File: src/rtl/atx_pkg.sv
// Operation
// - Delay first data bit by tx_dly bit clocks
// - Hold frame sync for width bit clocks, min one
// - Frame sync divides bit clock by period
// - Send attached device number in slot 0
// - Warm reset drives sync high one microsecond
// - Warm reset bit clears itself when done
// - One transmit enable per slot 3 to 12
// - Variable rate takes slot enables from TAG
// - Fixed rate sends enabled slots every frame
// - Variable rate sends when requests cover all enables
// - Withhold data until all enabled channels request
// - Bit clock divides master clock, min two
// - Power-down zeroes link outputs after slot 2
package atx_pkg;
  localparam logic [7:0] ADDR_BCLK_CFG = 8'h10;
  localparam logic [7:0] ADDR_TX_FRAME = 8'h18;
  localparam logic [7:0] ADDR_LINK_SLOT = 8'h1c;
  localparam logic [7:0] ADDR_TX_STATUS = 8'h2c;
  localparam logic [31:0] BCLK_MASK = 32'h0000_ffff;
  localparam logic [31:0] TX_FRAME_MASK = 32'h7fff_ffff;
  localparam logic [31:0] LINK_SLOT_MASK = 32'h0000_fff9;
  localparam logic [31:0] REG_RESET = 32'h0000_0000;
  localparam int DLY_LSB = 24;
  localparam int WIDTH_LSB = 16;
  localparam int ID_LSB = 14;
  localparam int WARM_BIT = 13;
  localparam int SLOT_EN_LSB = 3;
  localparam int VRA_BIT = 0;
  localparam int CLK_NS = 10;
  localparam int WARM_NS = 1000;
  localparam int WARM_CYC = (WARM_NS + CLK_NS - 1) / CLK_NS;
  localparam int NSLOT = 10;
  localparam int SLOT_W = 20;
  localparam int TAG_W = 16;
  localparam logic [3:0] FIRST_DATA_SLOT = 4'h3;
  localparam logic [3:0] LAST_SLOT = 4'hc;
  localparam logic [3:0] PDOWN_SLOT = 4'h2;
  localparam logic [4:0] TAG_LAST_BIT = 5'h0f;
  localparam logic [4:0] SLOT_LAST_BIT = 5'h13;
  typedef enum logic [2:0] {
    ATX_IDLE = 3'b001,
    ATX_SEND = 3'b010,
    ATX_OFF = 3'b100
  } atx_state_e;
endpackage

File: src/rtl/atx_frame_if.sv
`timescale 1ns/10ps
interface atx_frame_if;
  logic run;
  logic bit_tick;
  logic fsync;
  logic frame_start;
  logic data_start;
  modport div (input run, output bit_tick);
  modport gen (input run, input bit_tick, output fsync, output frame_start,
    output data_start);
  modport user (output run, input bit_tick, input fsync, input frame_start,
    input data_start);
endinterface

File: src/rtl/atx_top.sv
// Design decision made here: the address-and-strobe port.
`timescale 1ns/10ps
module atx_top
  import atx_pkg::*;
#(
  parameter int DATA_W = SLOT_W
) (
  input wire logic clk,
  input wire logic rst_n,
  input wire logic [7:0] addr,
  input wire logic [31:0] wdata,
  input wire logic wr,
  input wire logic rd,
  output logic [31:0] rdata,
  input wire logic [DATA_W-1:0] tx_data,
  input wire logic tx_valid,
  output logic tx_ready,
  input wire logic rx_tag_valid,
  input wire logic [NSLOT-1:0] rx_tag_req,
  input wire logic cmd_req,
  input wire logic cmd_read,
  input wire logic [6:0] cmd_index,
  input wire logic [15:0] cmd_wdata,
  input wire logic cmd_pdown,
  output logic cmd_sent,
  output logic link_bclk,
  output logic link_sync,
  output logic link_sdout
);
  // ----------------------------------------
  // Registers
  // ----------------------------------------
  logic [31:0] bclk_cfg;
  logic [31:0] tx_frame;
  logic [31:0] link_slot;
  logic [1:0] attached_device_number;
  logic [NSLOT-1:0] slot_en;
  logic vra_en;
  logic warm_active;
  logic [6:0] warm_cnt;
  atx_state_e state;
  logic [NSLOT-1:0] active;
  logic [NSLOT-1:0] tag_req;

  assign attached_device_number = link_slot[ID_LSB +: 2];
  assign slot_en = link_slot[SLOT_EN_LSB +: NSLOT];
  assign vra_en = link_slot[VRA_BIT];
  assign warm_active = link_slot[WARM_BIT];

  always_ff @(posedge clk) begin
    if (!rst_n) begin
      bclk_cfg <= REG_RESET;
      tx_frame <= REG_RESET;
    end else if (wr) begin
      if (addr == ADDR_BCLK_CFG) begin
        bclk_cfg <= wdata & BCLK_MASK;
      end else if (addr == ADDR_TX_FRAME) begin
        tx_frame <= wdata & TX_FRAME_MASK;
      end
    end
  end

  // Warm bit is only set by software and only cleared by the timer
  always_ff @(posedge clk) begin
    if (!rst_n) begin
      link_slot <= REG_RESET;
    end else begin
      if (wr && addr == ADDR_LINK_SLOT) begin
        link_slot[15:14] <= wdata[15:14];
        link_slot[12:0] <= wdata[12:0] & LINK_SLOT_MASK[12:0];
        if (wdata[WARM_BIT]) begin
          link_slot[WARM_BIT] <= 1'b1;
        end
      end
      if (warm_active && warm_cnt == 7'(WARM_CYC - 1)) begin
        link_slot[WARM_BIT] <= 1'b0;
      end
    end
  end

  always_ff @(posedge clk) begin
    if (!rst_n) begin
      rdata <= 32'h0000_0000;
    end else if (rd) begin
      if (addr == ADDR_BCLK_CFG) begin
        rdata <= bclk_cfg;
      end else if (addr == ADDR_TX_FRAME) begin
        rdata <= tx_frame;
      end else if (addr == ADDR_LINK_SLOT) begin
        rdata <= link_slot;
      end else if (addr == ADDR_TX_STATUS) begin
        rdata <= {20'h00000, state == ATX_OFF, 1'b0, active};
      end else begin
        rdata <= 32'h0000_0000;
      end
    end else begin
      rdata <= 32'h0000_0000;
    end
  end

  // ----------------------------------------
  // Warm reset timer
  // ----------------------------------------
  // Runs on clk because the bit clock is stopped while powered down
  always_ff @(posedge clk) begin
    if (!rst_n || !warm_active) begin
      warm_cnt <= 7'h00;
    end else begin
      warm_cnt <= warm_cnt + 7'h01;
    end
  end

  // ----------------------------------------
  // Frame timing
  // ----------------------------------------
  atx_frame_if fr ();
  logic bclk_int;

  assign fr.run = (state != ATX_OFF) && !warm_active;

  atx_bclk_div u_div (
    .clk(clk),
    .rst_n(rst_n),
    .div(bclk_cfg[15:0]),
    .fr(fr),
    .bclk(bclk_int)
  );

  atx_fsync_gen u_gen (
    .clk(clk),
    .rst_n(rst_n),
    .period(tx_frame[15:0]),
    .width(tx_frame[WIDTH_LSB +: 8]),
    .dly(tx_frame[DLY_LSB +: 7]),
    .fr(fr)
  );

  // ----------------------------------------
  // Command and request capture
  // ----------------------------------------
  logic cmd_pend;
  logic cmd_frame;
  logic cmd_rd_q;
  logic pdown_frame;
  logic [6:0] cmd_idx_q;
  logic [15:0] cmd_wd_q;

  always_ff @(posedge clk) begin
    if (!rst_n) begin
      cmd_pend <= 1'b0;
      cmd_rd_q <= 1'b0;
      cmd_idx_q <= 7'h00;
      cmd_wd_q <= 16'h0000;
    end else if (cmd_req) begin
      cmd_pend <= 1'b1;
      cmd_rd_q <= cmd_read;
      cmd_idx_q <= cmd_index;
      cmd_wd_q <= cmd_wdata;
    end else if (fr.data_start && state != ATX_OFF) begin
      cmd_pend <= 1'b0;
    end
  end

  always_ff @(posedge clk) begin
    if (!rst_n) begin
      tag_req <= '0;
    end else if (rx_tag_valid) begin
      tag_req <= rx_tag_req;
    end
  end

  // ----------------------------------------
  // Slot selection
  // ----------------------------------------
  logic [NSLOT-1:0] next_active;
  always_comb begin
    if (!vra_en) begin
      next_active = slot_en;
    end else if ((tag_req & slot_en) == slot_en) begin
      next_active = tag_req;
    end else begin
      next_active = '0;
    end
  end

  // ----------------------------------------
  // Serializer
  // ----------------------------------------
  logic [SLOT_W-1:0] sr;
  logic [3:0] slot_idx;
  logic [4:0] slot_bit;
  logic last_bit;
  logic [3:0] nslot;
  logic take;
  logic [TAG_W-1:0] tag;

  assign last_bit = slot_bit ==
    ((slot_idx == 4'h0) ? TAG_LAST_BIT : SLOT_LAST_BIT);
  assign nslot = slot_idx + 4'h1;
  // Sample order is assumed to follow the codec request order
  assign take = (state == ATX_SEND) && fr.bit_tick && last_bit &&
    nslot >= FIRST_DATA_SLOT && nslot <= LAST_SLOT &&
    active[nslot - FIRST_DATA_SLOT];
  assign tx_ready = take;
  assign tag = {(|next_active) || cmd_pend, cmd_pend, cmd_pend && !cmd_rd_q,
    next_active[0], next_active[1], next_active[2], next_active[3],
    next_active[4], next_active[5], next_active[6], next_active[7],
    next_active[8], next_active[9], 1'b0, attached_device_number};

  function automatic logic [SLOT_W-1:0] slot_word(input logic [3:0] s,
      input logic ok);
    logic [SLOT_W-1:0] w;
    w = '0;
    if (s == 4'h1 && cmd_frame) begin
      w = {cmd_rd_q, cmd_idx_q, 12'h000};
    end else if (s == 4'h2 && cmd_frame && !cmd_rd_q) begin
      w = {cmd_wd_q, 4'h0};
    end else if (ok) begin
      w = tx_data[SLOT_W-1:0];
    end
    return w;
  endfunction

  always_ff @(posedge clk) begin
    if (!rst_n) begin
      state <= ATX_IDLE;
      sr <= '0;
      slot_idx <= 4'h0;
      slot_bit <= 5'h00;
      active <= '0;
      cmd_frame <= 1'b0;
      pdown_frame <= 1'b0;
      cmd_sent <= 1'b0;
      link_sdout <= 1'b0;
    end else begin
      cmd_sent <= 1'b0;
      case (state)
        ATX_IDLE, ATX_SEND: begin
          if (fr.bit_tick && state == ATX_SEND) begin
            link_sdout <= sr[SLOT_W-1];
          end else if (fr.bit_tick) begin
            link_sdout <= 1'b0;
          end
          if (fr.data_start) begin
            state <= ATX_SEND;
            active <= next_active;
            sr <= {tag, 4'h0};
            slot_idx <= 4'h0;
            slot_bit <= 5'h00;
            cmd_frame <= cmd_pend;
            pdown_frame <= cmd_pend && cmd_pdown;
            cmd_sent <= cmd_pend;
          end else if (state == ATX_SEND && fr.bit_tick) begin
            if (!last_bit) begin
              sr <= {sr[SLOT_W-2:0], 1'b0};
              slot_bit <= slot_bit + 5'h01;
            end else if (slot_idx == PDOWN_SLOT && pdown_frame) begin
              state <= ATX_OFF;
              link_sdout <= 1'b0;
            end else if (slot_idx == LAST_SLOT) begin
              state <= ATX_IDLE;
            end else begin
              slot_idx <= nslot;
              slot_bit <= 5'h00;
              sr <= slot_word(nslot, take && tx_valid);
            end
          end
        end
        ATX_OFF: begin
          link_sdout <= 1'b0;
          if (warm_active && warm_cnt == 7'(WARM_CYC - 1)) begin
            state <= ATX_IDLE;
          end
        end
        default: begin
          state <= ATX_IDLE;
        end
      endcase
    end
  end

  // ----------------------------------------
  // Link pins
  // ----------------------------------------
  always_ff @(posedge clk) begin
    if (!rst_n) begin
      link_sync <= 1'b0;
      link_bclk <= 1'b0;
    end else begin
      link_sync <= warm_active ||
        (fr.fsync && state != ATX_OFF);
      link_bclk <= bclk_int && state != ATX_OFF;
    end
  end
endmodule

File: src/rtl/atx_bclk_div.sv
`timescale 1ns/10ps
module atx_bclk_div (
  input wire logic clk,
  input wire logic rst_n,
  input wire logic [15:0] div,
  atx_frame_if.div fr,
  output logic bclk
);
  logic [15:0] cnt;
  logic [15:0] div_eff;

  // Divisors below two would stall the link, so they act as two
  assign div_eff = (div < 16'h0002) ? 16'h0002 : div;
  // A divider lowered mid-count wraps at once instead of after 64K cycles
  assign fr.bit_tick = fr.run && (cnt >= div_eff - 16'h0001);

  always_ff @(posedge clk) begin
    if (!rst_n || !fr.run) begin
      cnt <= 16'h0000;
    end else if (fr.bit_tick) begin
      cnt <= 16'h0000;
    end else begin
      cnt <= cnt + 16'h0001;
    end
  end

  // Odd divisors leave the high phase one cycle short
  always_ff @(posedge clk) begin
    if (!rst_n || !fr.run) begin
      bclk <= 1'b0;
    end else begin
      bclk <= (cnt < (div_eff >> 1));
    end
  end
endmodule

File: src/rtl/atx_fsync_gen.sv
`timescale 1ns/10ps
module atx_fsync_gen (
  input wire logic clk,
  input wire logic rst_n,
  input wire logic [15:0] period,
  input wire logic [7:0] width,
  input wire logic [6:0] dly,
  atx_frame_if.gen fr
);
  logic [15:0] fcnt;
  logic [15:0] next_fcnt;
  logic [15:0] per_eff;
  logic [7:0] width_eff;

  assign per_eff = (period < 16'h0002) ? 16'h0002 : period;
  assign width_eff = (width == 8'h00) ? 8'h01 : width;
  assign next_fcnt = (fcnt >= per_eff - 16'h0001) ? 16'h0000 :
    fcnt + 16'h0001;

  always_ff @(posedge clk) begin
    if (!rst_n || !fr.run) begin
      fcnt <= per_eff - 16'h0001;
    end else if (fr.bit_tick) begin
      fcnt <= next_fcnt;
    end
  end

  always_ff @(posedge clk) begin
    if (!rst_n || !fr.run) begin
      fr.fsync <= 1'b0;
      fr.frame_start <= 1'b0;
      fr.data_start <= 1'b0;
    end else begin
      if (fr.bit_tick) begin
        fr.fsync <= (next_fcnt < {8'h00, width_eff});
      end
      fr.frame_start <= fr.bit_tick && (next_fcnt == 16'h0000);
      fr.data_start <= fr.bit_tick &&
        (next_fcnt == {9'h000, dly});
    end
  end

  // ----------------------------------------
  // Checks
  // ----------------------------------------
  logic [15:0] since;
  always_ff @(posedge clk) begin
    if (!rst_n || !fr.run || fr.frame_start) begin
      since <= 16'h0000;
    end else if (fr.bit_tick) begin
      since <= since + 16'h0001;
    end
  end

  // A period write mid-frame changes that frame's length; judge only whole frames
  logic [15:0] period_q;
  logic per_settled;
  always_ff @(posedge clk) begin
    if (!rst_n) begin
      period_q <= 16'h0000;
      per_settled <= 1'b0;
    end else begin
      period_q <= period;
      if (!fr.run || period_q != period) begin
        per_settled <= 1'b0;
      end else if (fr.frame_start) begin
        per_settled <= 1'b1;
      end
    end
  end
endmodule

File: config.mk
export PLATFORM = sky130hd
export DESIGN_NAME = atx_top
export DESIGN_NICKNAME = d
export VERILOG_FILES = /design/src/rtl/atx_pkg.sv /design/src/rtl/atx_frame_if.sv /design/src/rtl/atx_top.sv /design/src/rtl/atx_bclk_div.sv /design/src/rtl/atx_fsync_gen.sv
export SDC_FILE = /design/constraint.sdc
export NUM_CORES = 1
export LEC_CHECK = 0
export BUFFER_PORTS_ARGS = -buffer_cell sky130_fd_sc_hd__buf_2
export CAP_MARGIN = 20
export CORE_MARGIN = 8
export CORE_UTILIZATION = 30
export DETAILED_ROUTE_END_ITERATION = 8
export SYNTH_ARGS = -nofsm -noshare
export SYNTH_HDL_FRONTEND = slang
export SYNTH_SLANG_ARGS = --single-unit
File: constraint.sdc
create_clock -name clk -period 5.18 [get_ports clk]
set_input_delay 1.036 -clock clk [delete_from_list [all_inputs] [get_ports clk]]
set_output_delay 1.036 -clock clk [all_outputs]
set_load 0.03 [all_outputs]
# Word-level counts from Yosys, hierarchy flattened
# Index checks and enable logic that the tools add are counted.
[classes]
eq_ne = 24
mux = 49
n_bitwise = 4
n_reduce_logical = 50
add_sub_neg = 8
order_cmp = 9
[op_table]
columns = ["cell", "count"]
rows = [
  ["$mux W20", 8],
  ["$mux W16", 7],
  ["$add A16 B1 Y16 const B", 2],
  ["$ge A16 B16 Y1", 2],
  ["$lt A16 B2 Y1 const B", 2],
  ["$sub A16 B1 Y16 const B", 2],
  ["$mux W31", 1],
  ["$mux W5", 6],
  ["$eq A8 B5 Y1 const B", 3],
  ["$logic_and A1 B1 Y1", 20],
  ["$mux W10", 2],
  ["$mux W4", 5],
  ["$mux W3", 6],
  ["$eq A16 B7 Y1", 1],
  ["$lt A16 B15 Y1", 1],
  ["$lt A16 B8 Y1", 1],
  ["$mux W12", 1],
  ["$ne A3 B2 Y1 const B", 4],
  ["$and A10 B10 Y10", 1],
  ["$eq A10 B10 Y1", 1],
  ["$reduce_bool A2 Y1", 5],
  ["$reduce_or A10 Y1", 1],
  ["$mux W1", 9],
  ["$eq A4 B2 Y1 const B", 2],
  ["other kinds (33)", 51],
]
[totals]
out_inout_bits = 37
ff_bits = 218
in_bits = 102
word_cells = 173

# Depth between registers and ports, before layout
# Gate-level depths: netlist of the first run.
[logic_depth]
ltp_word = 19
depth_mapped = 25
depth_no_buf = 24

# Modules after synthesis
# Synthesis of the first run repeated with hierarchy kept, for this count alone.
[unflattened]
cells_unflattened = 1425
hier_area_um2 = 12092.8
[by_module_without_submodules]
columns = ["module", "n_inst", "cells_per_inst", "area_each_um2", "seq_area_each_um2"]
rows = [
  ["atx_top", 1, 944, 8186.6, 3643.5],
  ["atx_fsync_gen", 1, 272, 2245.9, 540.5],
  ["atx_bclk_div", 1, 209, 1660.3, 340.3],
]

# Worst setup path after synthesis of the first run
# Ideal clock, no wire load.
[synth_path]
kind = "register to register"
from = "reg tx_frame[9]"
to = "reg u_gen.fr.fsync"
stages_incl_launch_ff = 25
arrival_ns = 5.215
period_less_slack_ns = 5.307
setup_time_ns = 0.092
path_slack_ns = -0.127
cell_sequence = "dfxtp_1 > or4_1 > nor3_1 > nand3_1 > o31ai_1 > ha_1 > nand2_1 > or3_1 > nor4_1 > nor2b_1 > xnor2_1 > ha_1 > nand4_1 > a211oi_1 > o41ai_1 > a21oi_1 > or2_1 > clkbuf_1 > nor2_1 > ha_1 > a21oi_1 > nor2b_1 > o21ai_0 > o211ai_1 > o32ai_1"
[synth_via]
elab_chain_len = 6
[synth_lines]
columns = ["item", "line", "text"]
rows = [
  ["start: declaration", "atx_top.sv:34", "logic [31:0] tx_frame;"],
  ["start signal: assignment", "atx_top.sv:58", "tx_frame <= wdata & TX_FRAME_MASK;"],
  ["$lt A16 B2 Y1", "atx_fsync_gen.sv:15", "assign per_eff = (period < 16'h0002) ? 16'h0002 : period;"],
  ["$mux W16 *", "atx_fsync_gen.sv:15", ""],
  ["$sub A16 B1 Y16 *", "atx_fsync_gen.sv:17", "assign next_fcnt = (fcnt >= per_eff - 16'h0001) ? 16'h0000 :"],
  ["$ge A16 B16 Y1 *", "atx_fsync_gen.sv:17", ""],
  ["$mux W16 *", "atx_fsync_gen.sv:17", ""],
  ["$lt A16 B8 Y1 *", "atx_fsync_gen.sv:35", "fr.fsync <= (next_fcnt < {8'h00, width_eff});"],
  ["end signal: assignment", "atx_fsync_gen.sv:35", ""],
  ["end: declaration", "atx_frame_if.sv:9", "modport gen (input run, input bit_tick, output fsync, output frame_start,"],
]
# Mark *: on every way between the ends. The rest lies on a longest branch, timed or not.
# A chain may end at the register's enable or synchronous reset.

# Worst setup path in the final report of the first run
[layout_path]
from = "reg bclk_cfg[14]"
to = "out tx_ready"
[layout_via]
elab_chain_len = 10
[layout_lines]
columns = ["item", "line", "text"]
rows = [
  ["start: declaration", "atx_top.sv:33", "logic [31:0] bclk_cfg;"],
  ["start signal: assignment", "atx_top.sv:56", "bclk_cfg <= wdata & BCLK_MASK;"],
  ["$lt A16 B2 Y1", "atx_bclk_div.sv:13", "assign div_eff = (div < 16'h0002) ? 16'h0002 : div;"],
  ["$mux W16 *", "atx_bclk_div.sv:13", ""],
  ["$sub A16 B1 Y16 *", "atx_bclk_div.sv:15", "assign fr.bit_tick = fr.run && (cnt >= div_eff - 16'h0001);"],
  ["$ge A16 B16 Y1 *", "atx_bclk_div.sv:15", ""],
  ["$logic_and A1 B1 Y1 *", "atx_bclk_div.sv:15", ""],
  ["$logic_and A1 B1 Y1 * (3 in a row)", "atx_top.sv:201", "assign take = (state == ATX_SEND) && fr.bit_tick && last_bit &&"],
  ["$logic_and A1 B1 Y1 * (2 in a row)", "atx_top.sv:202", "nslot >= FIRST_DATA_SLOT && nslot <= LAST_SLOT &&"],
  ["end: declaration", "atx_top.sv:17", "output logic tx_ready,"],
]
# Marks and branches as above.

==> flow_summary.toml, run 1 <==
[status]
status = "completed"

[sta]
max_freq_ghz = 0.200
fin_crit_sh_pct = 96.6
final_max_slew_viol_count = 0
finalSetupViolCount = 0
tightest_slew_ns = 0.848
whs_ns = 0.457
relSlewSlack_pct = 43.0
hold_viol_final = 0
rsz0062_at_grt = "true"
clock-skew-final_ns = 0.0244
fin_crit_ns = 5.01

[die]
initial_utilization_pct = 30.3
fp.dieArea_sq_um = 45400
die_w_microns = 213
pin_count = 139
rows = 72
core_area_sq_um = 38500
die_y_microns = 213

[synth]
synth_nets = 1560
synth_xor_area_share_pct = 4.63
yosysWarnings = 0
synth_flop_cell = "dfxtp_1"
synth-seq-cells = 217
async_flop_share_pct = 0
post_synth_num_cell_types = 84
yosysTopAreaCell = "dfxtp_1"
synth-simple-area-share_pct = 22.2
yosys.area.top_type_share_pct = 34.6
syn-instance-count = 1393
synthAdderAreaFrac_pct = 6.98
synthTopCellsByArea = "dfxtp_1 (35%), ha_1 (7.0%), nand2_1 (6.1%)"
muxShareOfSynthArea_pct = 4.37
synth_area_sq_um = 11600
synth_edf_count = 16
synth_top_family_by_area = "simple AND/OR/NAND/NOR gates"
synth_compound_area_share_pct = 18.7
avgSynthCellArea_sq_um = 8.36
ys_seq_area_share_pct = 38.7

[clock_tree]
clock-sinks = 217
clkTransAtPathRegs_ns = 0.06
ctsHoldBuffers = 0
htree_num_levels = 1
cts_tree = "built"
cts-buffers-inserted = 27
clk_latency_ns = 0.56
clockRootBuffer = "clkbuf_16"
cts_buffer_depth = 3

[detailed_routing]
drc = 0
dr.pass1.iters = 8
via_per_inst = 5.23
vias = 10800
antenna_left = 0
routed_wl_mm = 37.5
wl_per_cell_microns = 18.1
initialDrtViolationCount = 846

[global_routing]
track_usage_pct = 15.9
grt-ovfl-total = 0
grt_max_degree = 62
grt_pass1_wl_mm = 58.1
grt_antenna_before_repair = 1
grt_pass1_vias = 10400

[cells_and_area]
nets = 1702
multi_input_area_sq_um = 6960
fillers = 3997
num_antenna_cells = 0
areaGrowthSynthToFinish_pct = 23.7
layout-drive-gt1-share_pct = 20.1
register_area_sq_um = 4510

[placement]
gp_congestion = 0.918
port_buffers = 136
hpwlAfterDp_mm = 27.9

[worst_setup_path]
critPathRequiredTime_ns = 4.14
rrSetupSlack_ns = 0.18
path_cells = "nor4_4, buf_4, nand3_2, o31ai_4, ha_2, nand2_2, nor4_4, xnor2_1, ha_1, nand2_2, or3_4, o221ai_4, a211o_4, nand3_2, nor2_4, buf_6"
criticalPathCategory = "reg -> out"
critPathArrivalTime_ns = 3.97
slowest_stage = "or3_4"
cp-startpoint = "bclk_cfg[14]$_SDFFE_PN0P_"
rr_endpoint = "u_gen.fr.fsync$_SDFFE_PP0P_"
reg2regPathDepth = 23
r2r_start = "tx_frame[11]$_SDFFE_PN0P_"
cp_max_fo = 4
worst_setup_path_end_kind = "output port"
crit_path_start_kind = "register"
endpoint = "tx_ready"
worst_path_largest_cell_delay_ns = 0.38

[worst_hold_path]
hp-class = "reg -> reg"

[pwr]
total_power_w = 0.00570
p_leak_nw = 5.65
power_density_nw_per_um2 = 396
ir_drop_v = 0.000262

[run]
cap_viol_max_count = 0
[layout make-up]
| class | count | share of cell area, % |
|---|---|---|
| Sequential cell | 217 | 31.3 |
| Inverter | 45 | 1.17 |
| Clock buffer | 34 | 5.37 |
| Timing Repair Buffer | 194 | 7.87 |
| Clock inverter | 16 | 1.52 |
| Multi-Input combinational cell | 1050 | 48.3 |
| Tap cell | 518 | 4.50 |
[state kept, by name, indices dropped and copies added, names as in the netlist, 3 cells and up]
register and cells:
tag_req 10, rdata 31, state 3, cmd_wd_q 16
u_div.cnt 16, tx_frame 31, cmd_idx_q 7, active 10
link_slot 14, slot_idx 4, slot_bit 5, sr 20
u_gen.fcnt 16, bclk_cfg 16, warm_cnt 7
[cell usage after synthesis, types with 9 or more instances]
cell / count
a211o_1: 11
a211oi_1: 22
a21oi_1: 129
a31oi_1: 12
a41oi_1: 9
and2_1: 15
and3_1: 17
buf_2: 10
clkbuf_1: 63
dfxtp_1: 201
edfxtp_1: 16
ha_1: 65
inv_1: 45
mux2i_1: 43
nand2_1: 188
nand2b_1: 19
nand3_1: 72
nand4_1: 16
nor2_1: 117
nor2b_1: 10
nor3_1: 30
nor4_1: 17
o21ai_0: 40
o21ai_1: 9
o31ai_1: 9
or3_1: 13
xnor2_1: 37
xor2_1: 22
[cell usage in the layout (no fill, tap or decap), types with 8 or more instances in the layout]
master | Yosys | routed
nand3_1 | 72 | 69
a31oi_1 | 12 | 12
mux2i_1 | 43 | 43
nand2b_1 | 19 | 19
a41oi_1 | 9 | 9
a21oi_1 | 129 | 124
nor2_1 | 117 | 110
nor3_1 | 30 | 29
buf_4 | 2 | 55
or3_1 | 13 | 11
xnor2_1 | 37 | 36
nand4_1 | 16 | 16
dfxtp_1 | 201 | 198
ha_1 | 65 | 61
inv_1 | 45 | 44
a211o_1 | 11 | 10
a222oi_1 | 8 | 8
edfxtp_1 | 16 | 16
xor2_1 | 22 | 22
o21ai_0 | 40 | 38
and2_1 | 15 | 15
o21ai_1 | 9 | 11
a21o_1 | 8 | 8
nor2b_1 | 10 | 9
clkbuf_16 | 0 | 28
a211oi_1 | 22 | 20
nand2_1 | 188 | 185
a221o_1 | 8 | 8
nor4_1 | 17 | 10
and3_1 | 17 | 17
buf_2 | 10 | 135
[metrics by stage]
stage	setup TNS, ns	instance area [sq um]	setup WS [ns]	util, %	instances
5_1_grt	-0.0869	14400	-0.0869	37.5	2074
6_report	0	14400	0.174	37.5	2074
3_5_place_dp	-0.0134	13000	-0.0134	33.9	2015
2_1_floorplan	0	11700	0.0274	-	1393
4_1_cts	0	14100	0.00138	36.5	2066
3_3_place_gp	0	13000	0.0838	33.9	2015
[critical path, delay by kind of cell, from the launching register on]
kind / cells / cell delay (ns)
and+or+nand+nor: 8 / 1.43
AOI/OAI and AO/OA: 3 / 0.65
adders and majority gates: 2 / 0.55
DFF: 1 / 0.37
buffers and inverters: 2 / 0.31
xor gates and xnor gates: 1 / 0.11
[power breakdown]
group	switching [W]	total [W]	leakage (nW)	internal, W
sequential	0.000201	0.00207	1.80	0.00187
clock	0.000793	0.00206	0.486	0.00127
combinational	0.000888	0.00157	3.36	0.000678
[worst min-delay path by stage]
stage,from,endpoint,depth (start not counted)
after floorplan,warm_cnt[0]$_SDFF_PP0_,warm_cnt[0]$_SDFF_PP0_,1
after global placement,tx_frame[19]$_SDFFE_PN0P_,tx_frame[19]$_SDFFE_PN0P_,2
after detailed placement,tx_frame[19]$_SDFFE_PN0P_,tx_frame[19]$_SDFFE_PN0P_,2
after CTS,tx_frame[19]$_SDFFE_PN0P_,tx_frame[19]$_SDFFE_PN0P_,2
after global routing,tx_frame[15]$_SDFFE_PN0P_,tx_frame[15]$_SDFFE_PN0P_,2
final,tx_frame[19]$_SDFFE_PN0P_,tx_frame[19]$_SDFFE_PN0P_,2
[routing by layer]
metal | vias up | global-route usage [%] | share of wire (%)
li1 | 5303 | - | -
met3 | 66 | 2.20 | 5.6
met2 | 347 | 26.5 | 47
met5 | - | 0 | 0.027
met4 | 2 | 5.66 | 3.1
met1 | 5129 | 20.8 | 44
[logic make-up (layout without fill, tap and decap cells)]
family          count (synthesis)  after routing
fa+ha+maj                      65             65
mux                            48             48
xor+xnor                       60             60
compound gates                331            331
flops                         217            217
other cells                     1              1
simple gates                  545            545
buf+inv                       126            289
[repair_timing]
item / 4_1_cts / 5_1_grt
setup buffers: 1 / 8
gates resized for setup: 9 / 58
pin swaps: 3 / 27
setup endpoints to repair: 2 / 3
Power figures use the tool's default switching activity.
==> run 2, diff against run 1 <==
--- a/config.mk
+++ b/config.mk
@@ -11,2 +11,3 @@
 export CORE_UTILIZATION = 30
+export CTS_BUF_LIST = sky130_fd_sc_hd__clkbuf_16
 export DETAILED_ROUTE_END_ITERATION = 8
==> constraint.sdc (replaced) <==
create_clock -name clk -period 5.18 [get_ports clk]
set_input_delay 0.777 -clock clk [delete_from_list [all_inputs] [get_ports clk]]
set_output_delay 0.777 -clock clk [all_outputs]
set_load 0.03 [all_outputs]
==> flow_summary.toml, run 2 (same netlist as run 1, synthesis figures left out) <==
[worst_setup_path]
reg2regPathDepth = 23
rrSetupSlack_ns = 0.14
cp_max_fo = 6
r2r_start = "tx_frame[12]$_SDFFE_PN0P_"
criticalPathCategory = "reg -> reg"
worst_setup_path_end_kind = "register"
crit_path_start_kind = "register"
critPathRequiredTime_ns = 5.65
rr_endpoint = "u_gen.fr.fsync$_SDFFE_PP0P_"
critPathArrivalTime_ns = 5.51

[sta]
fin_crit_sh_pct = 97.3
relSlewSlack_pct = 32.8
clock-skew-final_ns = 0.0187
fin_setup_tns_ns = 0
finalSetupViolCount = 0
max_freq_ghz = 0.198
hold_viol_final = 0
fin_crit_ns = 5.04
tightest_slew_ns = 1.01
final_max_slew_viol_count = 0

[cells_and_area]
final_cell_mix = "dfxtp_1 (201), nand2_1 (188), buf_2 (136), a21oi_1 (125), nor2_1 (110)"
reg_top3 = "rdata: 31 flops, tx_frame: 31 flops, sr: 20 flops"
fin_area_sq_um = 14100
num_antenna_cells = 0
multi_input_area_sq_um = 6870
layout_commonest_cell = "dfxtp_1"
areaGrowthSynthToFinish_pct = 21.2
register_area_sq_um = 4500
nets = 1691
fin_util_pct = 36.7
layout-drive-gt1-share_pct = 18.4
fillers = 3964

[clock_tree]
cts_tree = "built"
ctsHoldBuffers = 0
clkTransAtPathRegs_ns = 0.06
htree_num_levels = 1
clockRootBuffer = "clkbuf_16"
clk_latency_ns = 0.56
clock-sinks = 217
cts_buffer_depth = 3
cts-buffers-inserted = 27

[placement]
gp_congestion = 0.876
dpl-instance-area_sq_um = 13000
hpwlAfterDp_mm = 27.8
port_buffers = 136

[detailed_routing]
wl_per_cell_microns = 18.3
dr.pass1.iters = 7
routed_wl_mm = 37.7
antenna_left = 0
drc = 0
top_layer = "met5"
initialDrtViolationCount = 908
wl_met2_mm = 17.6
vias = 10900
wl_met3_mm = 2.04
via_per_inst = 5.26
wirelength_met1_mm = 16.7

[pwr]
ir_drop_v = 0.000217
p_leak_nw = 5.53
power_density_nw_per_um2 = 388
total_power_w = 0.00547

[status]
status = "completed"

[die]
pin_count = 139
rows = 72
fp.dieArea_sq_um = 45400
initial_utilization_pct = 30.3
die_w_microns = 213
core_area_sq_um = 38500
die_y_microns = 213

[global_routing]
track_usage_pct = 16.0
grt_pass1_vias = 10600
grt_pass1_wl_mm = 58.5
grt_antenna_before_repair = 1
grt_max_degree = 62
grt-ovfl-total = 0

[worst_hold_path]
hp-class = "in -> reg"
holdPathEnd = "sr[3]$_SDFFE_PN0P_"
min_from = "tx_data[3]"
min_path_cells = 2

[run]
cap_viol_max_count = 0
## run 2: cell count changes in the layout (fill, tap and decap cells not counted), sizes merged
cell / change
bufinv: -1
clkinv: +7
inv: +2
buf: -11
clkbuf: -7
clkinvlp: -1
## run 2: metal layers
metal	vias to the layer above	global-route usage (%)
met1	5163	20.7
met4	2	6.50
met5	-	0
met3	76	2.33
met2	339	26.5
li1	5275	-
## run 2: report_power, final
group | total, W | internal, W | switching [W] | leakage [nW]
clock network | 0.00188 | 0.00111 | 0.000777 | 0.448
logic | 0.00151 | 0.000640 | 0.000868 | 3.29
registers | 0.00208 | 0.00187 | 0.000206 | 1.80
total | 0.00547 | 0.00362 | 0.00185 | 5.53
## run 2: per-stage QoR
stage	hold slack [ns]	setup WS [ns]	instances
5_1_grt	0.408	-0.137	2063
3_3_place_gp	0.444	0.0926	2009
3_5_place_dp	0.449	-0.0285	2009
6_report	0.422	0.138	2063
4_1_cts	0.388	0.0212	2059
2_1_floorplan	0.430	0.0274	1393
## run 2: final cells by class
| cell class | instances | area share (%) |
|---|---|---|
| clock inverter | 23 | 1.47 |
| clock buffer | 27 | 4.79 |
| timing repair buffer | 183 | 7.41 |
| inverter | 45 | 1.20 |
| multi-input combinational | 1050 | 48.6 |
| sequential | 217 | 31.9 |
| tap | 518 | 4.59 |
## run 2: how the worst max path moves through the flow
stage	from	endpoint	slack [ns]	cells after the start
after detailed placement	tx_frame[9]$_SDFFE_PN0P_	u_gen.fr.fsync$_SDFFE_PP0P_	-0.03	23
after CTS	bclk_cfg[3]$_SDFFE_PN0P_	tx_ready	0.02	16
after floorplan	tx_frame[9]$_SDFFE_PN0P_	u_gen.fr.fsync$_SDFFE_PP0P_	0.03	23
after global routing	tx_frame[12]$_SDFFE_PN0P_	u_gen.fr.fsync$_SDFFE_PP0P_	-0.14	23
final	tx_frame[12]$_SDFFE_PN0P_	u_gen.fr.fsync$_SDFFE_PP0P_	0.14	23
after global placement	tx_frame[9]$_SDFFE_PN0P_	u_gen.fr.fsync$_SDFFE_PP0P_	0.09	23
## run 2: critical path: stages (launching register included)
cell and delay (ns):
dfxtp_1 0.31, or4_4 0.55, nor3_4 0.21, nand3_2 0.13, o31ai_4 0.30, ha_2 0.23
nand2_1 0.08, or3_4 0.35, nor4_4 0.25, nor2b_4 0.20, xnor2_2 0.07, ha_1 0.33
nand4_1 0.14, a211oi_2 0.21, o41ai_2 0.14, a21oi_2 0.18, or2_4 0.19, nor2_4 0.05
ha_1 0.33, a21oi_2 0.13, nor2b_1 0.05, o21ai_1 0.13, o211ai_1 0.10, o32ai_1 0.27
## run 2: repair_timing
item,CTS,global route
setup buffers,0,4
gates resized for setup,9,36
endpoints found under the setup margin,2,2
pin swaps,1,19
==> run 3, diff against run 2 <==
- PLACE_DENSITY: not set -> 0.46
==> flow_summary.toml, run 3 (same netlist as run 1, synthesis figures left out) <==
[placement]
place_inst = 2016
gp_congestion = 0.829
preCtsSetupSlack_ns = -0.0165
port_buffers = 136
hpwlAfterDp_mm = 29.0

[sta]
hold_viol_final = 0
setup_slack_ns = 0.212
final_max_slew_viol_count = 0
clock-skew-final_ns = 0.0307
whs_ns = 0.424
max_freq_ghz = 0.201
fin_setup_tns_ns = 0
tightest_slew_ns = 1.13
fin_crit_ns = 4.97
fin_crit_sh_pct = 95.9
finalSetupViolCount = 0
relSlewSlack_pct = 24.4

[global_routing]
grt_pass1_wl_mm = 60.0
grt_max_degree = 88
grt_pass1_vias = 10300
track_usage_pct = 16.8
grt-ovfl-total = 0
grt_antenna_before_repair = 0

[worst_setup_path]
rrSetupSlack_ns = 0.21
criticalPathCategory = "reg -> reg"
reg2regPathDepth = 23
critPathTopFamily = "simple AND/OR/NAND/NOR gates"
crit_buf_inv = 0
endpoint = "u_gen.fr.fsync$_SDFFE_PP0P_"
worst_setup_path_end_kind = "register"
crit_top_cell = "a21oi_2"
worst_path_largest_cell_delay_ns = 0.55
cp-startpoint = "tx_frame[11]$_SDFFE_PN0P_"
r2r_start = "tx_frame[11]$_SDFFE_PN0P_"
critPathRequiredTime_ns = 5.67
crit_cells = 23
crit_path_start_kind = "register"
cp_max_fo = 5
slowest_stage = "or4_4"
rr_endpoint = "u_gen.fr.fsync$_SDFFE_PP0P_"
path_cells = "or4_4, nor3_4, nand3_2, o31ai_4, ha_2, nand2_2, or3_4, nor4_4, nor2b_4, xnor2_2, ha_1, a21oi_2, nand2_1, a211oi_2, a21oi_2, or2_4, nor2_4, ha_4, a21oi_2, nor2b_1, o21ai_1, o211ai_1, o32ai_2"
critPathArrivalTime_ns = 5.45

[detailed_routing]
dr.pass1.iters = 7
drc = 0
via_per_inst = 5.17
vias = 10700
routed_wl_mm = 39.5
wl_per_cell_microns = 19.1
initialDrtViolationCount = 820
antenna_left = 0

[clock_tree]
cts-buffers-inserted = 27
clk_latency_ns = 0.57
clockRootBuffer = "clkbuf_16"
clock-sinks = 217
cts_tree = "built"
cts_buffer_depth = 3
clkTransAtPathRegs_ns = 0.06
ctsHoldBuffers = 0
htree_num_levels = 1

[die]
core_area_sq_um = 38500
fp.dieArea_sq_um = 45400
initial_utilization_pct = 30.3
pin_count = 139
rows = 72
die_y_microns = 213
die_w_microns = 213

[cells_and_area]
instances_no_fill = 2073
areaGrowthSynthToFinish_pct = 22.2
nets = 1702
final_cell_mix = "dfxtp_1 (198), nand2_1 (187), buf_2 (135), a21oi_1 (125), nor2_1 (110)"
layout-drive-gt1-share_pct = 19.2
layout_commonest_cell = "dfxtp_1"
reg_top3 = "rdata: 31 flops, tx_frame: 31 flops, sr: 20 flops"
num_antenna_cells = 0
fillers = 4016

[pwr]
p_leak_nw = 5.59
power_density_nw_per_um2 = 385
ir_drop_v = 0.000260

[status]
status = "completed"

[worst_hold_path]
hp-class = "in -> reg"

[run]
cap_viol_max_count = 0
==> run 3: what timing repair did <==
action | in CTS | in global routing
pin swaps | 1 | 27
gates resized for setup | 5 | 54
endpoints found under the setup margin | 2 | 2
gates cloned | 0 | 0
buffers inserted | 0 | 7
==> run 3: area by class of cell <==
type                            instances  area, sq um  area share [%]
Multi-Input combinational cell       1050         6910            48.6
Inverter                               45          170            1.20
Clock buffer                           28          701            4.92
Timing Repair Buffer                  194         1150            8.08
Clock inverter                         21          141           0.994
Tap cell                              518          648            4.55
Sequential cell                       217         4510            31.7
==> run 3: worst min path at each step <==
stage / startpoint / endpoint / slack [ns] / cells past startpoint
floorplan: warm_cnt[0]$_SDFF_PP0_ / warm_cnt[0]$_SDFF_PP0_ / 0.43 / 1
global placement: tx_frame[19]$_SDFFE_PN0P_ / tx_frame[19]$_SDFFE_PN0P_ / 0.45 / 2
detailed placement: tx_frame[17]$_SDFFE_PN0P_ / tx_frame[17]$_SDFFE_PN0P_ / 0.45 / 2
CTS: tx_data[3] / sr[3]$_SDFFE_PN0P_ / 0.39 / 2
global route: tx_data[3] / sr[3]$_SDFFE_PN0P_ / 0.41 / 2
finish: tx_data[2] / sr[2]$_SDFFE_PN0P_ / 0.42 / 2
==> run 3: through the flow <==
step | area [sq um] | power (W) | util (%)
after floorplan | 11700 | 0.00300 | -
after global placement | 13000 | 0.00354 | 33.9
after detailed placement | 13000 | 0.00354 | 33.9
after CTS | 13900 | 0.00540 | 36.2
after global routing | 14200 | 0.00579 | 37.0
final | 14200 | 0.00548 | 37.0
==> run 3: metal layers <==
metal  vias up  wire (microns)  track usage [%]
met5         -               0                0
met4         0            1050             5.02
met3        54            2270             2.58
met2       269           18400             27.8
met1      5103           17800             22.4
li1       5300               -                -
==> run 3: power breakdown <==
group | internal (W) | total, W | leakage (nW) | switching, W
Combinational | 0.000688 | 0.00159 | 3.35 | 0.000903
Clock | 0.00103 | 0.00181 | 0.439 | 0.000783
Sequential | 0.00187 | 0.00207 | 1.80 | 0.000199
